$ cat config.mk
export PLATFORM = sky130hd
export DESIGN_NAME = pac_cfg_regs
export DESIGN_NICKNAME = d
export VERILOG_FILES = /design/src/pac_led_pulser.v /design/src/pac_cfg_regs.v
export VERILOG_INCLUDE_DIRS = /design/src
export SDC_FILE = /design/constraint.sdc
export NUM_CORES = 1
export LEC_CHECK = 0
export BUFFER_PORTS_ARGS = -buffer_cell sky130_fd_sc_hd__buf_2
export CORE_ASPECT_RATIO = 1.2
export CORE_MARGIN = 2
export CORE_UTILIZATION = 50
export DETAILED_ROUTE_END_ITERATION = 10
export HOLD_SLACK_MARGIN = 0.12
export PLACE_DENSITY = 0.7
export SETUP_SLACK_MARGIN = 0.02
export SLEW_MARGIN = 20
export SYNTH_ARGS = -nofsm -noshare
export SYNTH_HDL_FRONTEND = slang
export SYNTH_SLANG_ARGS = --single-unit
$ cat constraint.sdc
create_clock -name clk_sys -period 3.7 [get_ports clk_sys]
set_clock_uncertainty 0.05 [all_clocks]
set_input_delay 0.74 -clock clk_sys [delete_from_list [all_inputs] [get_ports clk_sys]]
set_output_delay 0.74 -clock clk_sys [all_outputs]
set_load 0.02 [all_outputs]
$ cat src/pac_defs.vh
// constants shared by the proximity and light configuration register block
`ifndef PAC_DEFS_VH
`define PAC_DEFS_VH

// register offsets
`define PAC_ADDR_WAIT_CFG     8'h0D
`define PAC_ADDR_PULSE_TOTAL  8'h0E
`define PAC_ADDR_ANALOG       8'h0F

// reset values
`define PAC_RST_WAIT_CFG      8'h00
`define PAC_RST_PULSE_TOTAL   8'h00
`define PAC_RST_ANALOG        8'h00

// field positions
`define PAC_BIT_WAIT_EXTEND   1
`define PAC_LED_CUR_HI        7
`define PAC_LED_CUR_LO        6
`define PAC_PROX_PHOTODIODE_SEL_HI         5
`define PAC_PROX_PHOTODIODE_SEL_LO         4
`define PAC_PROX_GAIN_SEL_HI          3
`define PAC_PROX_GAIN_SEL_LO          2
`define PAC_LGAIN_HI          1
`define PAC_LGAIN_LO          0

// timing
`define PAC_CLK_PERIOD_NS     100
`define PAC_WAIT_STEP_NS      2720000
`define PAC_WAIT_STEP_CYC     16'h6A40  // 2.72 ms at 100 ns per cycle
`define PAC_PULSE_RATE_HZ     62500
`define PAC_PULSE_PERIOD_CYC  8'hA0     // 16 us pulse period at 100 ns per cycle
`define PAC_WAIT_LONG_MULT    12'h00C

// drive current in half milliamps and gain multipliers
`define PAC_CUR_100MA         8'hC8
`define PAC_CUR_50MA          8'h64
`define PAC_CUR_25MA          8'h32
`define PAC_CUR_12MA5         8'h19
`define PAC_GAIN_1X           7'h01
`define PAC_GAIN_8X           7'h08
`define PAC_GAIN_16X          7'h10
`define PAC_GAIN_120X         7'h78

`endif

$ cat src/pac_led_pulser.v
// led pulse train generator for one proximity cycle
`timescale 1ns/1ns
`include "pac_defs.vh"

module pac_led_pulser #(
  parameter [7:0] PERIOD_CYC = `PAC_PULSE_PERIOD_CYC
) (
  // clock and reset
  input  wire       clk_sys,
  input  wire       rst,
  // control
  input  wire       start,
  input  wire [7:0] pulse_total,
  // status and pin
  output reg        led_pulse_ff,
  output wire       busy,
  output reg        done_ff
);

  // ==========================================================
  // pulse counter and period divider
  // ==========================================================
  reg [7:0] remain_ff;
  reg [7:0] phase_ff;
  reg       run_ff;

  assign busy = run_ff;

  // one pulse per period, high for the first half
  always @(posedge clk_sys or posedge rst) begin
    if (rst) begin
      remain_ff    <= 8'h00;
      phase_ff     <= 8'h00;
      run_ff       <= 1'b0;
      led_pulse_ff <= 1'b0;
      done_ff      <= 1'b0;
    end else begin
      done_ff <= 1'b0;
      if (!run_ff) begin
        led_pulse_ff <= 1'b0;
        if (start) begin
          if (pulse_total == 8'h00) begin
            done_ff <= 1'b1;               // zero pulses: cycle ends at once
          end else begin
            run_ff       <= 1'b1;
            remain_ff    <= pulse_total;   // exact pulse total
            phase_ff     <= 8'h00;
            led_pulse_ff <= 1'b1;
          end
        end
      end else begin
        if (phase_ff == PERIOD_CYC - 8'h01) begin
          phase_ff <= 8'h00;
          if (remain_ff == 8'h01) begin
            run_ff       <= 1'b0;
            done_ff      <= 1'b1;
            led_pulse_ff <= 1'b0;
          end else begin
            led_pulse_ff <= 1'b1;          // 62.5 kHz pulse rate
          end
          remain_ff <= remain_ff - 8'h01;
        end else begin
          phase_ff <= phase_ff + 8'h01;
          if (phase_ff == (PERIOD_CYC >> 1) - 8'h01) begin
            led_pulse_ff <= 1'b0;
          end
        end
      end
    end
  end

endmodule // pac_led_pulser

$ cat src/pac_cfg_regs.v
// configuration registers with wait timer, proximity pulse sequencing and analog setup decode
//
// Overview of operation
// - wait extend bit set multiplies every programmed wait period by twelve.
// - with proximity enabled, a proximity cycle follows each light cycle that finishes while no pulse train is running.
// - each proximity cycle emits exactly pulse-total led pulses at 62.5 kHz.
// - led current field 7:6 selects 100, 50, 25 or 12.5 mA.
// - light gain field 1:0 selects 1x, 8x, 16x or 120x.
// - wait steps are 2.72 ms; count is two's complement, 0xff is one step.
`timescale 1ns/1ns
`include "pac_defs.vh"

module pac_cfg_regs #(
  parameter [15:0] WAIT_STEP_CYC = `PAC_WAIT_STEP_CYC,
  parameter [7:0]  PULSE_PERIOD  = `PAC_PULSE_PERIOD_CYC
) (
  // clock and reset
  input  wire       clk_sys,
  input  wire       rst,
  // register port behind the serial interface
  input  wire [7:0] reg_addr,
  input  wire       reg_wr,
  input  wire [7:0] reg_wdata,
  input  wire       reg_rd,
  output reg  [7:0] reg_rdata_ff,
  output reg        reg_rvalid_ff,
  // measurement sequencing
  input  wire       prox_enable,
  input  wire       als_cycle_done,
  input  wire [7:0] wait_period_count,
  input  wire       wait_start,
  output wire       wait_busy,
  output reg        wait_done_ff,
  output wire       prox_busy,
  output wire       prox_done,
  output wire       led_pulse,
  // analog setup
  output reg  [7:0] led_current_half_ma_ff,
  output reg  [1:0] prox_photodiode_sel_ff,
  output reg  [1:0] prox_gain_sel_ff,
  output reg  [6:0] light_gain_mult_ff,
  output wire       wait_extend
);

  // ==========================================================
  // decode functions
  // ==========================================================
  // drive current is coded in half milliamps so that 12.5 mA stays a whole number
  function [7:0] cur_decode;
    input [1:0] code;
    begin
      case (code)
        2'b00:   cur_decode = `PAC_CUR_100MA;
        2'b01:   cur_decode = `PAC_CUR_50MA;
        2'b10:   cur_decode = `PAC_CUR_25MA;
        default: cur_decode = `PAC_CUR_12MA5;
      endcase
    end
  endfunction

  function [6:0] gain_decode;
    input [1:0] code;
    begin
      case (code)
        2'b00:   gain_decode = `PAC_GAIN_1X;
        2'b01:   gain_decode = `PAC_GAIN_8X;
        2'b10:   gain_decode = `PAC_GAIN_16X;
        default: gain_decode = `PAC_GAIN_120X;
      endcase
    end
  endfunction

  // ==========================================================
  // register file
  // ==========================================================
  reg [7:0] wait_scaling_config_ff;
  reg [7:0] prox_pulse_total_reg_ff;
  reg [7:0] analog_setup_ff;

  // host writes land on the next edge; reserved bits are stored as written
  // keeping reserved bits means a read returns exactly what the host wrote
  always @(posedge clk_sys or posedge rst) begin
    if (rst) begin
      wait_scaling_config_ff  <= `PAC_RST_WAIT_CFG;
      prox_pulse_total_reg_ff <= `PAC_RST_PULSE_TOTAL;
      analog_setup_ff         <= `PAC_RST_ANALOG;
    end else if (reg_wr) begin
      case (reg_addr)
        `PAC_ADDR_WAIT_CFG:    wait_scaling_config_ff  <= reg_wdata;
        `PAC_ADDR_PULSE_TOTAL: prox_pulse_total_reg_ff <= reg_wdata;
        `PAC_ADDR_ANALOG:      analog_setup_ff         <= reg_wdata;
        default: ;
      endcase
    end
  end

  // read data registered, unmapped offsets read as zero
  // a read in the same cycle as a write returns the old value
  always @(posedge clk_sys or posedge rst) begin
    if (rst) begin
      reg_rdata_ff  <= 8'h00;
      reg_rvalid_ff <= 1'b0;
    end else begin
      reg_rvalid_ff <= reg_rd;
      if (reg_rd) begin
        case (reg_addr)
          `PAC_ADDR_WAIT_CFG:    reg_rdata_ff <= wait_scaling_config_ff;
          `PAC_ADDR_PULSE_TOTAL: reg_rdata_ff <= prox_pulse_total_reg_ff;
          `PAC_ADDR_ANALOG:      reg_rdata_ff <= analog_setup_ff;
          default:               reg_rdata_ff <= 8'h00;
        endcase
      end
    end
  end

  assign wait_extend = wait_scaling_config_ff[`PAC_BIT_WAIT_EXTEND];

  // ==========================================================
  // analog setup outputs
  // ==========================================================
  // decoded one cycle behind the register so all outputs change on one edge
  // reserved photodiode and gain codes are passed on unchanged
  always @(posedge clk_sys or posedge rst) begin
    if (rst) begin
      led_current_half_ma_ff <= `PAC_CUR_100MA;
      prox_photodiode_sel_ff <= 2'b00;
      prox_gain_sel_ff       <= 2'b00;
      light_gain_mult_ff     <= `PAC_GAIN_1X;
    end else begin
      led_current_half_ma_ff <= cur_decode(analog_setup_ff[`PAC_LED_CUR_HI:`PAC_LED_CUR_LO]);
      prox_photodiode_sel_ff <= analog_setup_ff[`PAC_PROX_PHOTODIODE_SEL_HI:`PAC_PROX_PHOTODIODE_SEL_LO];  // host keeps 10
      prox_gain_sel_ff       <= analog_setup_ff[`PAC_PROX_GAIN_SEL_HI:`PAC_PROX_GAIN_SEL_LO];    // host keeps 00
      light_gain_mult_ff     <= gain_decode(analog_setup_ff[`PAC_LGAIN_HI:`PAC_LGAIN_LO]);
    end
  end

  // ==========================================================
  // wait timer
  // ==========================================================
  localparam [1:0] W_IDLE = 2'b01;
  localparam [1:0] W_RUN  = 2'b10;

  reg  [1:0]  wstate_ff;
  reg  [1:0]  nxt_wstate;
  reg  [15:0] step_div_ff;
  reg  [11:0] steps_left_ff;
  wire        step_tick;
  wire [8:0]  base_steps;
  wire [11:0] total_steps;

  // two's complement count: 0xff gives one step, 0x00 gives 256
  // 256 steps times twelve needs all twelve bits of the step count
  assign base_steps  = 9'h100 - {1'b0, wait_period_count};
  assign total_steps = wait_extend ? (`PAC_WAIT_LONG_MULT * {3'h0, base_steps})
                                   : {3'h0, base_steps};
  assign step_tick   = (step_div_ff == WAIT_STEP_CYC - 16'h0001);                   // 2.72 ms step
  assign wait_busy   = wstate_ff[1];

  // next state of the wait timer
  // the run ends on the tick that uses up the last step
  always @* begin
    nxt_wstate = wstate_ff;
    case (wstate_ff)
      W_IDLE:  if (wait_start) nxt_wstate = W_RUN;
      W_RUN:   if (step_tick && steps_left_ff == 12'h001) nxt_wstate = W_IDLE;
      default: nxt_wstate = W_IDLE;
    endcase
  end

  // step divider and step count
  // the divider restarts on every tick, so a wait is steps times WAIT_STEP_CYC cycles
  // a start while running is ignored; the next one is taken once idle
  always @(posedge clk_sys or posedge rst) begin
    if (rst) begin
      wstate_ff     <= W_IDLE;
      step_div_ff   <= 16'h0000;
      steps_left_ff <= 12'h000;
      wait_done_ff  <= 1'b0;
    end else begin
      wstate_ff    <= nxt_wstate;
      wait_done_ff <= 1'b0;
      if (wstate_ff == W_IDLE) begin
        step_div_ff <= 16'h0000;
        if (wait_start) begin
          steps_left_ff <= total_steps;
        end
      end else if (step_tick) begin
        step_div_ff   <= 16'h0000;
        steps_left_ff <= steps_left_ff - 12'h001;
        if (steps_left_ff == 12'h001) begin
          wait_done_ff <= 1'b1;
        end
      end else begin
        step_div_ff <= step_div_ff + 16'h0001;
      end
    end
  end

  // ==========================================================
  // proximity cycle after each light cycle
  // ==========================================================
  wire prox_start;

  // a light cycle ending during a pulse train is dropped, so trains never overlap
  assign prox_start = als_cycle_done & prox_enable & ~prox_busy;

  // a zero pulse total still reports the end of the cycle at once
  pac_led_pulser #(
    .PERIOD_CYC (PULSE_PERIOD)
  ) u_pulser (
    .clk_sys      (clk_sys),
    .rst          (rst),
    .start        (prox_start),
    .pulse_total  (prox_pulse_total_reg_ff),
    .led_pulse_ff (led_pulse),
    .busy         (prox_busy),
    .done_ff      (prox_done)
  );

endmodule // pac_cfg_regs

==> results.py, run 1 <==
metrics = {
    "run_status": {
        "status": "completed",
    },
    "setup_path": {
        "worstSetupPathType": "in -> reg",
        "slowest_delay_ns": 0.39,
        "crit_top_cell": "ha_1",
        "cp_max_fo": 13,
        "required_ns": 3.87,
        "crit_path_top_delay_cell": "nor3b_1",
        "cp.buffers_inverters": 2,
        "end_kind": "flip-flop",
        "cp-start-kind": "input port",
        "cp.arrival_ns": 3.24,
        "crit_family": "adder cells",
        "critical_path.cell_chain": "buf_2 -> inv_1 -> ha_1 -> nor3b_1 -> xnor2_1 -> ha_1 -> nand4_1 -> o21a_1 -> o21ai_0 -> mux2i_1 -> o211ai_1",
    },
    "drt": {
        "avgViaCountPerCell": 5.73,
        "drt_iter0_drc": 246,
        "wl_per_cell_um": 15.6,
        "dr.pass1.iters": 4,
        "vias": 4117,
        "wirelength_um": 11200,
        "drc": 0,
        "final_antenna_net_count": 0,
    },
    "cells_and_area": {
        "final_layout_size_suffix_gt1_share_pct": 21.7,
        "antenna_cells": 0,
        "finalNetCount": 635,
        "fin_util_pct": 57.5,
        "final_cell_count_no_fill": 719,
        "syn_to_final_growth_pct": 13.2,
    },
    "sta": {
        "max_freq_mhz": 325,
        "final-max-slew-violation-count": 0,
        "hold_violations": 0,
        "fin_crit_sh_pct": 83.0,
        "finalCriticalPeriod_ns": 3.07,
        "rsz0062_at_grt": "no",
        "setup_viol": 0,
        "tightest_slew_ns": 0.907,
        "finalSetupTns_ns": 0,
        "maxSlewHeadroom_pct": 39.3,
    },
    "clocking": {
        "cts_root_buf": "clkbuf_16",
        "insertion_delay_ns": 0.35,
        "h-tree-depth": 3,
        "clk_path_buf_depth": 2,
        "cts_tree": "done",
        "clk_pin_slew_ns": 0.07,
        "clkSinkCount": 99,
        "cts_buffers": 9,
        "cts_setup_buffers": 0,
        "hold_buffers": 0,
        "cts_resized": 0,
    },
    "power": {
        "total_power_mw": 2.72,
        "switchingPower_mw": 0.810,
        "switching_share_pct": 29.8,
        "p_clk_share_pct": 35.0,
        "powerDensity_nw_per_um2": 457,
        "power.leakage_nw": 2.72,
        "combPwrFrac_pct": 17.4,
        "vdd_ir_drop_max_uv": 210,
        "p_int_mw": 1.91,
        "p_seq_share_pct": 47.6,
    },
    "grt": {
        "grt_antenna_before_repair": 0,
        "grt_overflow_total": 0,
        "grt_max_degree": 51,
        "grtUsageTotal_pct": 20.6,
        "grt_pass1_vias": 4049,
        "grt_pass1_wl_um": 19000,
    },
    "synthesis": {
        "yosysSeqAreaShare_pct": 47.2,
        "synth_edf_count": 0,
        "synth.area.mux_share_pct": 6.75,
        "synth-simple-area-share_pct": 17.0,
        "yosysWarnings": 0,
        "syn_inst": 530,
        "synth_fa_ha_area_share_pct": 4.52,
        "synthTopCellsByArea": "dfrtp_1 (45%), mux2_2 (6.0%), ha_1 (4.5%)",
        "async_flop_share_pct": 100,
        "synth_ff_type": "dfrtp_1",
        "yosysTopAreaCellShare_pct": 44.7,
        "postSynthAreaPerCell_um2": 9.93,
        "synth_compound_area_share_pct": 15.1,
        "ys_ff_latch": 99,
        "syn-cell-area_um2": 5260,
        "synth_xor_area_share_pct": 5.16,
        "synth_top_family_by_area": "simple AND/OR/NAND/NOR gates",
        "synth.distinct_cells": 66,
        "yosysTopAreaCell": "dfrtp_1",
    },
    "floorplan": {
        "ios": 65,
        "dieArea_um2": 11400,
        "dieHeight_um": 116,
        "start_util_pct": 50.8,
        "die_width_um": 97.6,
        "rows": 41,
        "coreArea_um2": 10400,
    },
    "placement": {
        "port_buffers": 62,
        "detailed_place_hpwl_um": 8090,
        "dp.cells": 703,
        "gp_congestion": 0.824,
    },
    "job": {
        "maxCapViolCount": 0,
    },
    "hold_path": {
        "hold_path.class": "reg -> reg",
    },
}
path summary, 6_finish.rpt:
check | cells after the start | to | slack (ns) | startpoint
worst min-delay path | 0 | prox_photodiode_sel_ff[0] | 0.34 | analog_setup_ff[4]
worst max register to register | 8 | steps_left_ff[10] | 1.45 | step_div_ff[0]
worst max-delay path | 11 | steps_left_ff[10] | 0.63 | wait_period_count[0]
min in group asynchronous | 2 | step_div_ff[15] | 0.42 | rst
worst min register to register | 0 | prox_photodiode_sel_ff[0] | 0.34 | analog_setup_ff[4]
max in group asynchronous | 3 | u_pulser.phase_ff[1] | 2.39 | rst
cell usage in the layout, fill, tap and decap left out, types with 3 or more instances in the layout:
master / netlist / routed
and3_1: 6 / 6
nand4_1: 9 / 9
o21ai_0: 32 / 32
nand3b_1: 5 / 5
or3_1: 4 / 4
nand3_1: 22 / 22
and2_1: 3 / 3
nor2b_1: 4 / 4
a31o_2: 3 / 3
xnor2_1: 19 / 19
dfrtp_1: 94 / 94
mux2i_1: 4 / 4
dfstp_2: 5 / 5
nor2_1: 42 / 42
nor4_1: 12 / 12
o211ai_1: 4 / 4
xor2_1: 12 / 12
nor3b_1: 5 / 5
a21oi_1: 28 / 28
inv_1: 27 / 26
a22oi_1: 10 / 10
a31oi_1: 4 / 4
ha_1: 19 / 19
buf_4: 4 / 3
o22ai_1: 13 / 13
buf_2: 3 / 62
nand2_1: 39 / 39
o21bai_1: 3 / 3
nor3_1: 9 / 9
mux2_2: 28 / 28
clkbuf_16: 0 / 9
final cells by class:
class	count	area [um^2]
fillers	912	4410
multi-input cells	381	2560
flip-flops and latches	99	2480
repair buffers	65	333
clock buffers	10	229
well taps	129	161
inverters	29	111
clock inverters	6	72.6
power by group through the flow:
stage	registers, mW	logic [mW]	clock network, mW
after floorplan	1.30	0.351	0
after global placement	1.31	0.455	0
after detailed placement	1.31	0.474	0
after CTS	1.29	0.477	0.968
after global routing	1.31	0.534	1.01
final	1.30	0.473	0.951
cells by family (layout without fill, tap and decap cells):
family / after synthesis / after routing
simple gates: 174 / 174
compound gates: 123 / 123
flops: 99 / 99
buf+inv: 51 / 110
mux: 32 / 32
xor+xnor: 31 / 31
fa+ha+maj: 19 / 19
other cells: 1 / 2
registers in the layout (all words and copies together), names as in the netlist:
signal / flops
step_div_ff: 16
steps_left_ff: 12
analog_setup_ff: 8
led_current_half_ma_ff: 8
prox_pulse_total_reg_ff: 8
reg_rdata_ff: 8
u_pulser.phase_ff: 8
u_pulser.remain_ff: 8
wait_scaling_config_ff: 8
light_gain_mult_ff: 4
prox_gain_sel_ff: 2
prox_photodiode_sel_ff: 2
wstate_ff: 2
reg_rvalid_ff: 1
u_pulser.busy: 1
u_pulser.done_ff: 1
u_pulser.led_pulse_ff: 1
wait_done_ff: 1
metrics by stage:
stage	hold WS, ns	cell area [um^2]	worst slack, ns
5_1_grt	0.365	5950	0.355
2_1_floorplan	0.315	5270	0.328
3_5_place_dp	0.335	5650	0.285
4_1_cts	0.344	5950	0.635
6_report	0.338	5950	0.627
3_3_place_gp	0.325	5650	0.411
synthesized netlist by cell type (all sizes together) (5+ instances only):
master,n
a21oi,28
a22oi,10
and3,6
buf,8
clkbuf,14
dfrtp,94
dfstp,5
ha,19
inv,28
mux2,28
nand2,39
nand3,22
nand3b,5
nand4,9
nor2,42
nor3,10
nor3b,5
nor4,12
o21ai,33
o22ai,13
xnor2,19
xor2,12
per-layer routing:
metal	GRT usage [%]	part of all wire, %	vias to the layer above	wire length, um
met5	0	0	-	0
met4	11.2	2.9	0	329
met3	2.75	4.2	27	469
met2	35.3	48	104	5400
met1	25.7	45	1968	5020
li1	-	-	2018	-
No activity file was read; power rests on OpenSTA's default activity.
==> run 2, diff against run 1 <==
==> constraint.sdc (replaced) <==
create_clock -name clk_sys -period 3 [get_ports clk_sys]
set_clock_uncertainty 0.05 [all_clocks]
set_input_delay 0.6 -clock clk_sys [delete_from_list [all_inputs] [get_ports clk_sys]]
set_output_delay 0.6 -clock clk_sys [all_outputs]
set_load 0.02 [all_outputs]
==> results.py, run 2 (synthesis results as in run 1) <==
metrics = {
    "placement": {
        "detailed_place_hpwl_um": 8130,
        "place_area_um2": 5760,
        "port_buffers": 62,
        "gp_congestion": 0.827,
    },
    "drt": {
        "final_antenna_net_count": 0,
        "drt_iter0_drc": 183,
        "vias": 4145,
        "wirelength_um": 11300,
        "dr.pass1.iters": 4,
        "wl_per_cell_um": 15.4,
        "avgViaCountPerCell": 5.68,
        "drc": 0,
    },
    "cells_and_area": {
        "final_layout_size_suffix_gt1_share_pct": 23.0,
        "final_area_um2": 6060,
        "fin_util_pct": 58.5,
        "final_cell_mix": "dfrtp_1 (94), buf_2 (62), nor2_1 (42), nand2_1 (39), o21ai_0 (32)",
        "final_common_cell": "dfrtp_1",
        "fillCellCount": 876,
        "reg_top3": "step_div_ff: 16 flops, steps_left_ff: 12 flops",
        "finalNetCount": 646,
        "antenna_cells": 0,
        "largest_register_ffs": 16,
        "top_register": "step_div_ff",
        "syn_to_final_growth_pct": 15.1,
    },
    "grt": {
        "grt_overflow_total": 0,
        "grt_pass1_wl_um": 19000,
        "grt_antenna_before_repair": 0,
        "grt_pass1_vias": 4049,
        "grtUsageTotal_pct": 20.4,
        "grt_max_degree": 39,
    },
    "clocking": {
        "cts_buffers": 9,
        "cts_tree": "done",
        "hold_buffers": 0,
        "insertion_delay_ns": 0.34,
        "clk_path_buf_depth": 2,
        "cts_root_buf": "clkbuf_16",
        "h-tree-depth": 3,
        "clk_pin_slew_ns": 0.07,
        "clkSinkCount": 99,
        "cts_resized": 0,
        "cts_setup_buffers": 0,
    },
    "setup_path": {
        "crit_family": "compound AO/OA/AOI/OAI gates",
        "rr_startpoint": "step_div_ff[12]",
        "critical_path.cell_chain": "buf_2 -> inv_1 -> ha_1 -> nor3b_1 -> xnor2_1 -> ha_1 -> nand4_1 -> o21a_1 -> o21ai_0 -> mux2i_1 -> o211ai_1",
        "crit_path_top_delay_cell": "nor3b_1",
        "end_kind": "flip-flop",
        "crit_top_cell": "ha_1",
        "cp.arrival_ns": 2.82,
        "cp.buffers_inverters": 2,
        "slowest_delay_ns": 0.37,
        "cp_max_fo": 4,
        "required_ns": 3.17,
        "worstSetupPathType": "in -> reg",
        "critPathLaunch": "wait_period_count[1]",
        "cp-start-kind": "input port",
    },
    "sta": {
        "setup_viol": 0,
        "final-max-slew-violation-count": 0,
        "rsz0062_at_grt": "no",
        "fin_crit_sh_pct": 88.2,
        "maxSlewHeadroom_pct": 45.2,
        "max_freq_mhz": 378,
        "finalCriticalPeriod_ns": 2.65,
        "hold_violations": 0,
        "finalSetupTns_ns": 0,
        "whs_ns": 0.346,
        "tightest_slew_ns": 0.821,
    },
    "job": {
        "maxCapViolCount": 0,
    },
    "hold_path": {
        "hold_path.class": "in -> async",
    },
    "power": {
        "total_power_mw": 3.35,
        "vdd_ir_drop_max_uv": 237,
        "power.leakage_nw": 2.77,
        "powerDensity_nw_per_um2": 553,
    },
    "floorplan": {
        "coreArea_um2": 10400,
        "dieHeight_um": 116,
        "rows": 41,
        "dieArea_um2": 11400,
        "ios": 65,
        "die_width_um": 97.6,
        "start_util_pct": 50.8,
    },
    "run_status": {
        "status": "completed",
    },
}
==> run 2: cell count changes in the layout (fill, tap and decap cells not counted) <==
| cell | change |
|---|---|
| inv_4 | -1 |
| clkinv_2 | +1 |
| buf_12 | +2 |
| inv_6 | -2 |
| clkbuf_8 | +1 |
| clkinv_4 | -2 |
| clkinvlp_4 | +2 |
| clkbuf_1 | +1 |
| buf_4 | +9 |
==> run 2: worst register-to-register path: stages, from the launching register on <==
cell,delay (ns)
dfrtp_1,0.44
nor4_1,0.29
and4_1,0.27
nand4_1,0.19
nand2_1,0.43
o21ai_0,0.17
a21oi_1,0.19
o211ai_1,0.10
==> run 2: area by class of cell <==
cell class	count	area, um^2	share of cell area (%)
well taps	129	161	2.66
clock inverters	4	50.0	0.826
inverters	29	113	1.86
multi-input cells	381	2560	42.3
clock buffers	12	246	4.07
flip-flops and latches	99	2480	41.0
repair buffers	76	440	7.27
==> run 2: path summary, 6_finish.rpt <==
| kind | end | slack (ns) | cells after the start |
|---|---|---|---|
| max | steps_left_ff[10] | 0.35 | 11 |
| min | step_div_ff[15] | 0.35 | 2 |
| max reg2reg | steps_left_ff[10] | 0.76 | 7 |
| min reg2reg | prox_photodiode_sel_ff[1] | 0.35 | 0 |
| max in group asynchronous | light_gain_mult_ff[0] | 1.83 | 3 |
| min in group clk_sys | prox_photodiode_sel_ff[1] | 0.35 | 0 |
==> run 2: stage by stage <==
stage | setup slack (ns) | cells
finish | 0.354 | 730
global route | 0.0943 | 730
CTS | 0.386 | 730
detailed placement | 0.0336 | 714
global placement | 0.128 | 714
floorplan | 0.144 | 531
==> run 2: metal layers <==
metal / share of wire [%] / GRT usage, % / vias to the layer above
li1: - / - / 2041
met1: 45 / 25.3 / 1999
met2: 50 / 35.9 / 90
met3: 3.5 / 3.89 / 15
met4: 1.6 / 7.50 / 0
met5: 0 / 0 / -
==> run 2: power breakdown <==
part	internal (mW)	switching [mW]
clock network	0.668	0.480
registers	1.46	0.118
logic	0.260	0.370
